--- config.mk ---
export PLATFORM = sky130hd
export DESIGN_NAME = lnbfs_status
export DESIGN_NICKNAME = d
export VERILOG_FILES = /design/src/lnbfs_pkg.sv /design/src/lnbfs_status.sv /design/src/lnbfs_sync.sv
export SDC_FILE = /design/constraint.sdc
export NUM_CORES = 1
export LEC_CHECK = 0
export ABC_CLOCK_PERIOD_IN_PS = 2250
export BUFFER_PORTS_ARGS = -buffer_cell sky130_fd_sc_hd__buf_2
export CAP_MARGIN = 20
export CORE_MARGIN = 1
export CORE_UTILIZATION = 45
export CTS_CLUSTER_DIAMETER = 40
export DETAILED_ROUTE_END_ITERATION = 16
export MAX_ROUTING_LAYER = met4
export SYNTH_ARGS = -nofsm -noshare
export SYNTH_HDL_FRONTEND = slang
export SYNTH_HIERARCHICAL = 1
export SYNTH_SLANG_ARGS = --single-unit
--- constraint.sdc ---
create_clock -name clk -period 2.25 [get_ports clk]
set_clock_uncertainty 0.05 [all_clocks]
set_input_delay 0.1125 -clock clk [delete_from_list [all_inputs] [get_ports clk]]
set_output_delay 0.1125 -clock clk [all_outputs]
set_load 0.05 [all_outputs]
--- src/lnbfs_pkg.sv ---
package lnbfs_pkg;

	// ***********************************************************
	// timing
	// ***********************************************************
	localparam int unsigned CLK_HZ         = 25_000_000;
	localparam int unsigned OC_TIME_MS     = 48;
	// least time, whole milliseconds, so the product is exact
	localparam int unsigned OC_TIMEOUT_CYC = OC_TIME_MS * (CLK_HZ / 1000);

	// ***********************************************************
	// primary status byte layout
	// ***********************************************************
	localparam int unsigned OFF_BIT     = 0;
	localparam int unsigned OVERCUR_BIT = 2;
	localparam int unsigned PWR_BIT     = 4;
	localparam int unsigned THERM_BIT   = 6;
	localparam int unsigned SUPPLY_BIT  = 7;
	localparam logic [7:0]  SECONDARY_VALUE = 8'h00;

	// ***********************************************************
	// control byte layout and reset values
	// ***********************************************************
	localparam int unsigned VSEL_LSB     = 0;
	localparam int unsigned VSEL_MSB     = 3;
	localparam int unsigned TIMER_BIT    = 4;
	localparam int unsigned ENABLE_BIT   = 5;
	localparam int unsigned SEL_LSB      = 6;
	localparam int unsigned SEL_MSB      = 7;
	localparam logic [1:0]  CTRL_SEL_OUT = 2'h0;
	localparam logic [3:0]  VSEL_RST     = 4'h0;
	localparam logic        TIMER_RST    = 1'b1;
	localparam logic        OFF_RST      = 1'b1;
	// bus address of the device; value is arbitrary
	localparam logic [6:0]  DEV_ADDR_DEF = 7'h08;

	// ***********************************************************
	// carriers
	// ***********************************************************
	typedef struct packed {
		logic scl;
		logic sda;
		logic overcurrent;
		logic thermal;
		logic supply_low;
		logic below_85;
		logic within_90;
	} lnbfs_pins_type;

	// bus lines rest high; sync and edge history start there, so reset makes no false edge
	localparam lnbfs_pins_type PINS_IDLE = '{scl: 1'b1, sda: 1'b1, default: 1'b0};

	typedef struct packed {
		logic supply_low_flag;
		logic thermal_trip_flag;
		logic power_fault_flag;
		logic overcurrent_flag;
		logic output_off_flag;
	} lnbfs_flags_type;

	typedef enum logic [2:0] {
		BUS_IDLE, BUS_ADDR, BUS_ADDR_ACK, BUS_WR, BUS_WR_ACK, BUS_RD, BUS_RD_ACK
	} lnbfs_bus_state_type;

endpackage

--- src/lnbfs_status.sv ---
// What this block does
// - timed overcurrent beyond 48 ms turns output off, sets overcurrent and off flags
// - ninth clock rise of a read byte refreshes status, clears overcurrent when the overload timer is selected unless an overload trip sets it in that cycle
// - without overload timer, stay in current limit, overcurrent flag set meanwhile
// - without overload timer, overcurrent flag clears itself when overload ends
// - thermal shutdown from overload turns output off and sets thermal flag
// - power fault flag set when output on and voltage below 85 percent
// - power fault flag clears by itself once voltage within 90 percent
// - overtemperature turns output off, sets thermal and off flags
// - ninth read clock rise clears thermal flag only if condition gone
// - low input supply locks out output, sets supply low and off flags
// - after lockout output stays off until enable is written again
// - ninth read clock rise clears supply low flag only if condition gone
// - primary byte: off bit0, overcurrent bit2, power bit4, thermal bit6, supply bit7
// - secondary status byte is all zero
// - off flag set at reset, fault or disabling write, cleared after enabling write ends
// - read bytes alternate primary, secondary; each read starts with primary
module lnbfs_status
	import lnbfs_pkg::*;
#(
	parameter int unsigned OC_TIMEOUT = lnbfs_pkg::OC_TIMEOUT_CYC,
	parameter logic [6:0]  DEV_ADDR   = lnbfs_pkg::DEV_ADDR_DEF
) (
	input  wire logic                     clk,
	input  wire logic                     rst_b,
	input  wire logic                     scl_in,
	input  wire logic                     sda_in,
	output logic                          sda_out,
	output logic                          sda_oe,
	input  wire logic                     overcurrent_det,
	input  wire logic                     thermal_det,
	input  wire logic                     supply_low_det,
	input  wire logic                     vout_below_85,
	input  wire logic                     vout_within_90,
	output logic                          converter_supply_output,
	output logic [3:0]                    vsel,
	output logic                          overload_timer_select,
	output lnbfs_pkg::lnbfs_flags_type    flags
);
	import lnbfs_pkg::*;

	localparam int unsigned OCW = $clog2(OC_TIMEOUT + 1);

	initial begin
		if (OC_TIMEOUT < 1) $error("lnbfs_status: overload timeout must be at least one cycle");
	end

	// status byte layout
	// build a status byte; secondary carries nothing
	function automatic logic [7:0] status_byte(input logic sec, input lnbfs_flags_type f);
		logic [7:0] b;
		b = 8'h00;
		if (!sec) begin
			b[OFF_BIT]     = f.output_off_flag;
			b[OVERCUR_BIT] = f.overcurrent_flag;
			b[PWR_BIT]     = f.power_fault_flag;
			b[THERM_BIT]   = f.thermal_trip_flag;
			b[SUPPLY_BIT]  = f.supply_low_flag;
		end else begin
			b = SECONDARY_VALUE;
		end
		return b;
	endfunction

	// ***********************************************************
	// input conditioning
	// ***********************************************************
	lnbfs_pins_type pins_raw;
	lnbfs_pins_type pins_s;
	lnbfs_pins_type pins_prev_q;
	lnbfs_pins_type pins_prev_d;

	assign pins_raw = '{scl: scl_in, sda: sda_in, overcurrent: overcurrent_det,
		thermal: thermal_det, supply_low: supply_low_det,
		below_85: vout_below_85, within_90: vout_within_90};

	lnbfs_sync #(.W($bits(lnbfs_pins_type)), .RST_VAL(PINS_IDLE)) u_sync (
		.clk      (clk),
		.rst_b    (rst_b),
		.async_in (pins_raw),
		.sync_out (pins_s)
	);

	// edges are taken from the second stage only
	always_comb begin
		pins_prev_d = pins_s;
	end

	always_ff @(posedge clk or negedge rst_b) begin
		if (!rst_b) begin
			pins_prev_q <= PINS_IDLE;
		end else begin
			pins_prev_q <= pins_prev_d;
		end
	end

	logic scl_rise, scl_fall, bus_start, bus_stop;
	assign scl_rise  = pins_s.scl & ~pins_prev_q.scl;
	assign scl_fall  = ~pins_s.scl & pins_prev_q.scl;
	assign bus_start = pins_s.scl & pins_prev_q.scl & pins_prev_q.sda & ~pins_s.sda;
	assign bus_stop  = pins_s.scl & pins_prev_q.scl & ~pins_prev_q.sda & pins_s.sda;

	// ***********************************************************
	// serial bus slave
	// ***********************************************************
	lnbfs_bus_state_type state_q, state_d;
	logic [3:0] cnt_q, cnt_d;
	logic [7:0] shift_q, shift_d;
	logic       sda_oe_q, sda_oe_d;
	logic       sec_q, sec_d;
	logic       ack_q, ack_d;
	logic [7:0] wr_byte_q, wr_byte_d;
	logic       wr_valid_q, wr_valid_d;
	logic       refresh;
	logic       commit;
	lnbfs_flags_type flag_q, flag_d;

	always_comb begin
		state_d    = state_q;
		cnt_d      = cnt_q;
		shift_d    = shift_q;
		sda_oe_d   = sda_oe_q;
		sec_d      = sec_q;
		ack_d      = ack_q;
		wr_byte_d  = wr_byte_q;
		wr_valid_d = wr_valid_q;
		refresh    = 1'b0;
		commit     = 1'b0;
		if (bus_start) begin
			state_d    = BUS_ADDR;
			cnt_d      = 4'h0;
			sda_oe_d   = 1'b0;
			wr_valid_d = 1'b0;
		end else if (bus_stop) begin
			state_d    = BUS_IDLE;
			sda_oe_d   = 1'b0;
			commit     = wr_valid_q;
			wr_valid_d = 1'b0;
		end else begin
			unique case (state_q)
				BUS_IDLE: begin
				end
				BUS_ADDR, BUS_WR: begin
					if (scl_rise) begin
						shift_d = {shift_q[6:0], pins_s.sda};
						cnt_d   = cnt_q + 4'h1;
					end else if (scl_fall && cnt_q == 4'h8) begin
						if (state_q == BUS_WR) begin
							sda_oe_d   = 1'b1;
							wr_byte_d  = shift_q;
							wr_valid_d = 1'b1;
							state_d    = BUS_WR_ACK;
						end else if (shift_q[7:1] == DEV_ADDR) begin
							sda_oe_d = 1'b1;
							ack_d    = shift_q[0];
							state_d  = BUS_ADDR_ACK;
						end else begin
							state_d = BUS_IDLE;
						end
					end
				end
				BUS_ADDR_ACK: begin
					if (scl_fall) begin
						cnt_d = 4'h0;
						if (ack_q) begin
							shift_d  = status_byte(1'b0, flag_q);
							sda_oe_d = ~shift_d[7];
							sec_d    = 1'b1;
							state_d  = BUS_RD;
						end else begin
							sda_oe_d = 1'b0;
							state_d  = BUS_WR;
						end
					end
				end
				BUS_WR_ACK: begin
					if (scl_fall) begin
						sda_oe_d = 1'b0;
						cnt_d    = 4'h0;
						state_d  = BUS_WR;
					end
				end
				BUS_RD: begin
					if (scl_rise) begin
						cnt_d = cnt_q + 4'h1;
					end else if (scl_fall) begin
						if (cnt_q == 4'h8) begin
							sda_oe_d = 1'b0;
							state_d  = BUS_RD_ACK;
						end else begin
							shift_d  = {shift_q[6:0], 1'b0};
							sda_oe_d = ~shift_q[6];
						end
					end
				end
				BUS_RD_ACK: begin
					if (scl_rise) begin
						refresh = 1'b1;
						ack_d   = ~pins_s.sda;
					end else if (scl_fall) begin
						cnt_d = 4'h0;
						if (ack_q) begin
							shift_d  = status_byte(sec_q, flag_q);
							sda_oe_d = ~shift_d[7];
							sec_d    = ~sec_q;
							state_d  = BUS_RD;
						end else begin
							state_d = BUS_IDLE;
						end
					end
				end
			endcase
		end
	end

	always_ff @(posedge clk or negedge rst_b) begin
		if (!rst_b) begin
			state_q    <= BUS_IDLE;
			cnt_q      <= 4'h0;
			shift_q    <= 8'h00;
			sda_oe_q   <= 1'b0;
			sec_q      <= 1'b0;
			ack_q      <= 1'b0;
			wr_byte_q  <= 8'h00;
			wr_valid_q <= 1'b0;
		end else begin
			state_q    <= state_d;
			cnt_q      <= cnt_d;
			shift_q    <= shift_d;
			sda_oe_q   <= sda_oe_d;
			sec_q      <= sec_d;
			ack_q      <= ack_d;
			wr_byte_q  <= wr_byte_d;
			wr_valid_q <= wr_valid_d;
		end
	end

	// ***********************************************************
	// fault flags and output control
	// ***********************************************************
	logic [OCW-1:0] oc_cnt_q, oc_cnt_d;
	logic           on_q, on_d;
	logic [3:0]     vsel_q, vsel_d;
	logic           tmr_q, tmr_d;
	logic           oc_trip;
	logic           ctrl_hit;

	assign ctrl_hit = commit && wr_byte_q[SEL_MSB:SEL_LSB] == CTRL_SEL_OUT;

	always_comb begin
		oc_cnt_d = '0;
		oc_trip  = 1'b0;
		flag_d   = flag_q;
		on_d     = on_q;
		vsel_d   = vsel_q;
		tmr_d    = tmr_q;
		if (pins_s.overcurrent && tmr_q && on_q) begin
			oc_cnt_d = oc_cnt_q + OCW'(1);
			oc_trip  = (oc_cnt_q == OCW'(OC_TIMEOUT - 1));
		end
		if (refresh)
			flag_d.overcurrent_flag = 1'b0;
		if (refresh && !pins_s.thermal)
			flag_d.thermal_trip_flag = 1'b0;
		// supply low cleared only when gone
		if (refresh && !pins_s.supply_low)
			flag_d.supply_low_flag = 1'b0;
		if (!tmr_q) begin
			flag_d.overcurrent_flag = pins_s.overcurrent;
		end
		if (pins_s.within_90)
			flag_d.power_fault_flag = 1'b0;
		// power fault while enabled and low
		if (on_q && pins_s.below_85)
			flag_d.power_fault_flag = 1'b1;
		// enabling write ends with no fault
		if (ctrl_hit) begin
			vsel_d = wr_byte_q[VSEL_MSB:VSEL_LSB];
			tmr_d  = wr_byte_q[TIMER_BIT];
			on_d   = wr_byte_q[ENABLE_BIT];
			flag_d.output_off_flag = ~wr_byte_q[ENABLE_BIT];
		end
		// overload trip, set wins over read clear
		if (oc_trip) begin
			flag_d.overcurrent_flag = 1'b1;
			flag_d.output_off_flag  = 1'b1;
			on_d                    = 1'b0;
		end
		if (pins_s.thermal) begin
			flag_d.thermal_trip_flag = 1'b1;
			flag_d.output_off_flag   = 1'b1;
			on_d                     = 1'b0;
		end
		// lockout; only a new enable write restores
		if (pins_s.supply_low) begin
			flag_d.supply_low_flag = 1'b1;
			flag_d.output_off_flag = 1'b1;
			on_d                   = 1'b0;
		end
	end

	always_ff @(posedge clk or negedge rst_b) begin
		if (!rst_b) begin
			oc_cnt_q <= '0;
			flag_q   <= '{output_off_flag: OFF_RST, default: 1'b0};
			on_q     <= 1'b0;
			vsel_q   <= VSEL_RST;
			tmr_q    <= TIMER_RST;
		end else begin
			oc_cnt_q <= oc_cnt_d;
			flag_q   <= flag_d;
			on_q     <= on_d;
			vsel_q   <= vsel_d;
			tmr_q    <= tmr_d;
		end
	end

	// open-drain: the pin is only ever pulled low
	assign sda_out                = 1'b0;
	assign sda_oe                 = sda_oe_q;
	assign converter_supply_output = on_q;
	assign vsel                   = vsel_q;
	assign overload_timer_select  = tmr_q;
	assign flags                  = flag_q;

endmodule

--- src/lnbfs_sync.sv ---
module lnbfs_sync #(
	parameter int unsigned  W       = 1,
	parameter logic [W-1:0] RST_VAL = '0
) (
	input  wire logic         clk,
	input  wire logic         rst_b,
	input  wire logic [W-1:0] async_in,
	output logic      [W-1:0] sync_out
);

	logic [W-1:0] meta_q;
	logic [W-1:0] meta_d;
	logic [W-1:0] sync_q;
	logic [W-1:0] sync_d;

	initial begin
		if (W < 1) $error("lnbfs_sync: width must be at least one");
	end

	// first stage feeds only the second stage
	always_comb begin
		meta_d = async_in;
		sync_d = meta_q;
	end

	always_ff @(posedge clk or negedge rst_b) begin
		if (!rst_b) begin
			// start at the pins' resting level
			meta_q <= RST_VAL;
			sync_q <= RST_VAL;
		end else begin
			meta_q <= meta_d;
			sync_q <= sync_d;
		end
	end

	assign sync_out = sync_q;

endmodule
==> metrics.cfg <==
[route]
ant_nets=0
drt_wl_total_um=6770
drc=0
vias=2472
drt_first_pass_iters=5
viasPerCell=5.32
wl_per_cell_um=14.6
drt_iter0_drc=85

[power_and_ir_drop]
leakagePower_nw=1.77
p_per_area_nw_per_um2=844
ir_worst_vdd_mv=0.366
p_total_mw=3.41
pwr-share-clk=0.316
power_frac_comb=0.192
swShare=0.316
seqPwrFrac=0.493
switchingPower_mw=1.08
p_int_mw=2.33

[setup_path]
critical_path_required_ns=2.44
worstPathCellList=nor2b_2 -> nand2_1 -> nor2_2 -> buf_4 -> mux2_2
arrival_ns=2.21
path_buf_inv=1
crit_path_max_incr_delay_ns=0.60
critPathSlowestCell=dfstp_2
start_kind=flip-flop
worst-setup-path-type=reg2reg
crit_path_max_fanout=10
endpoint_kind=flip-flop
cpLargestDelayFamily=simple AND/OR/NAND/NOR gates

[clocking]
cts.path.max_buffers=2
h-tree-depth=3
cts_tree=done
path_clk_slew_ns=0.09
post_cts_resized=0
numCtsBuffers=9
cts_root_buf=clkbuf_8
clkSinkCount=75
insertion_delay_ns=0.35

[synthesis]
synth_top_area_cell=dfrtp_1
synth_top_area_frac=0.480
synth_ff_type=dfrtp_1
synth-seq-area-share=0.540
synth.area.top_cells=dfrtp_1, dfstp_2, mux2_2
synth_seq_cells=75
synth.avg_cell_area_um2=10.8
synthDistinctLibCells=57
yosys_warnings=6
syn-cell-area_um2=3490
syn_nets=335
synth_edf_count=0
synthCells=323
async_flop_share=1.00

[place]
io_buffer_count=20
placed_cells=441
postPlaceCellArea_um2=3750
gp_congestion=0.854
hpwl_um=4830
dp_slack_ns=0.226

[grt]
grt_antenna_before_repair=0
grt_pass1_wl_um=11900
grt_pass1_vias=2396
grt_max_degree=40
grt_overflow=0
grt_usage=0.189

[timing]
hold_viol=0
slew_violations=0
rsz0062_at_grt=false
setup_ws_ns=0.235
tns_ns=0
fin_crit_sh=0.895
whs_ns=0.212
fmax_mhz=496
post-route-min-period_ns=2.01
setup_viol=0

[layout]
final_layout_size_suffix_gt1_frac=0.227
final_util=0.548
multi_input_area_um2=1520
regArea_um2=1890
finalNetCount=373
fillers=651
area_delta_synth_final_pct=15.5
stdcell_count=465
fin_area_um2=4040
diodes=0

[hold_path]
hold_path.class=in2async

[die]
die_area_um2=8120
num_rows=31
fp.dieW_um=90.1
start_util=0.474
core_area_um2=7370
ios=22
die_h_um=90.1

[outcome]
status=completed

[run]
drv_cap=0

[cells in the mapped netlist, drive strengths merged (2+ instances only)]
| master | count |
|---|---|
| ha | 3 |
| mux2 | 19 |
| a21o | 2 |
| dfrtp | 67 |
| nor2 | 32 |
| xnor2 | 6 |
| a21oi | 15 |
| nand3b | 3 |
| and3b | 2 |
| a22o | 8 |
| nand3 | 19 |
| nor3b | 2 |
| nand4 | 6 |
| nor2b | 7 |
| nor3 | 8 |
| nor4 | 3 |
| nand2 | 26 |
| o22ai | 2 |
| clkbuf | 4 |
| o211ai | 2 |
| or3 | 5 |
| and3 | 4 |
| mux2i | 4 |
| xor2 | 12 |
| inv | 7 |
| dfstp | 8 |
| nand4b | 2 |
| buf | 9 |
| nand2b | 7 |
| o21ai | 13 |
[worst paths after layout]
path                             startpoint                 end  slack (ns)  cells after the start
min in group clk           u_sync/meta_q[6]  u_sync/sync_out[6]        0.31                      0
max                          pins_prev_q[6]        wr_byte_q[3]        0.24                      5
max in group asynchronous             rst_b            flags[0]        1.27                      3
max reg2reg                  pins_prev_q[6]        wr_byte_q[3]        0.24                      5
min reg2reg                u_sync/meta_q[6]  u_sync/sync_out[6]        0.31                      0
min                                   rst_b        wr_byte_q[0]        0.21                      2
[power by group through the flow]
stage / logic (mW) / clock network (mW) / registers (mW)
2_1_floorplan: 0.541 / 0 / 1.62
4_1_cts: 0.653 / 1.11 / 1.68
3_3_place_gp: 0.630 / 0 / 1.70
5_1_grt: 0.730 / 1.17 / 1.70
3_5_place_dp: 0.634 / 0 / 1.70
6_report: 0.653 / 1.08 / 1.68
[what timing repair did]
action	CTS	global route
buffers inserted	0	0
hold endpoints to repair	43	0
hold buffers	8	0
[layout make-up]
class / instances / share of cell area
inverter: 7 / 0.00651
tap: 99 / 0.0307
timing repair buffer: 40 / 0.0676
multi-input combinational: 228 / 0.376
sequential: 75 / 0.467
clock buffer: 9 / 0.0307
clock inverter: 7 / 0.0208
[placed cells by master (no fill, tap or decap), types with 2 or more instances in the layout]
master / netlist / final
a21o_1: 2 / 2
a21oi_1: 15 / 15
a22o_1: 8 / 8
and3_1: 4 / 4
and3b_1: 2 / 2
buf_2: 7 / 19
buf_4: 1 / 13
clkbuf_8: 0 / 9
clkinv_4: 0 / 2
dfrtp_1: 67 / 67
dfstp_2: 8 / 8
dlygate4sd3_1: 0 / 8
ha_1: 3 / 3
inv_1: 7 / 7
inv_6: 0 / 2
mux2_2: 17 / 17
mux2i_1: 4 / 4
nand2_1: 26 / 26
nand2b_1: 7 / 7
nand3_1: 18 / 18
nand3b_1: 3 / 3
nand4_1: 6 / 6
nand4b_1: 2 / 2
nor2_1: 31 / 31
nor2b_1: 6 / 6
nor3_1: 7 / 7
nor3b_1: 2 / 2
nor4_2: 2 / 2
o21ai_0: 12 / 12
o22ai_1: 2 / 2
or3_1: 5 / 5
xnor2_1: 6 / 6
xor2_1: 12 / 12
[sequential cells by signal, indices dropped and copies added, names as in the netlist, 3 cells and up]
signal,cells
u_sync/meta_q,7
flags,5
state_q,3
shift_q,8
vsel,4
wr_byte_q,8
oc_cnt_q,21
u_sync/sync_out,7
cnt_q,4
[cell families after synthesis]
group	Yosys count	share of synthesized area
and+or+nand+nor	129	0.202
DFF	75	0.540
AOI/OAI and AO/OA	54	0.102
muxes	23	0.0738
buffers and inverters	20	0.0251
xor gates and xnor gates	18	0.0451
adders and majority gates	3	0.0107
other	1	0.00107
[layer usage]
metal	GRT usage	routed length, um	vias up
met2	0.269	2980	44
met5	-	0	-
met1	0.274	3500	1203
met4	0.0645	110	0
met3	0.0305	176	10
li1	-	-	1215
No activity file was read; power rests on OpenSTA's default activity.
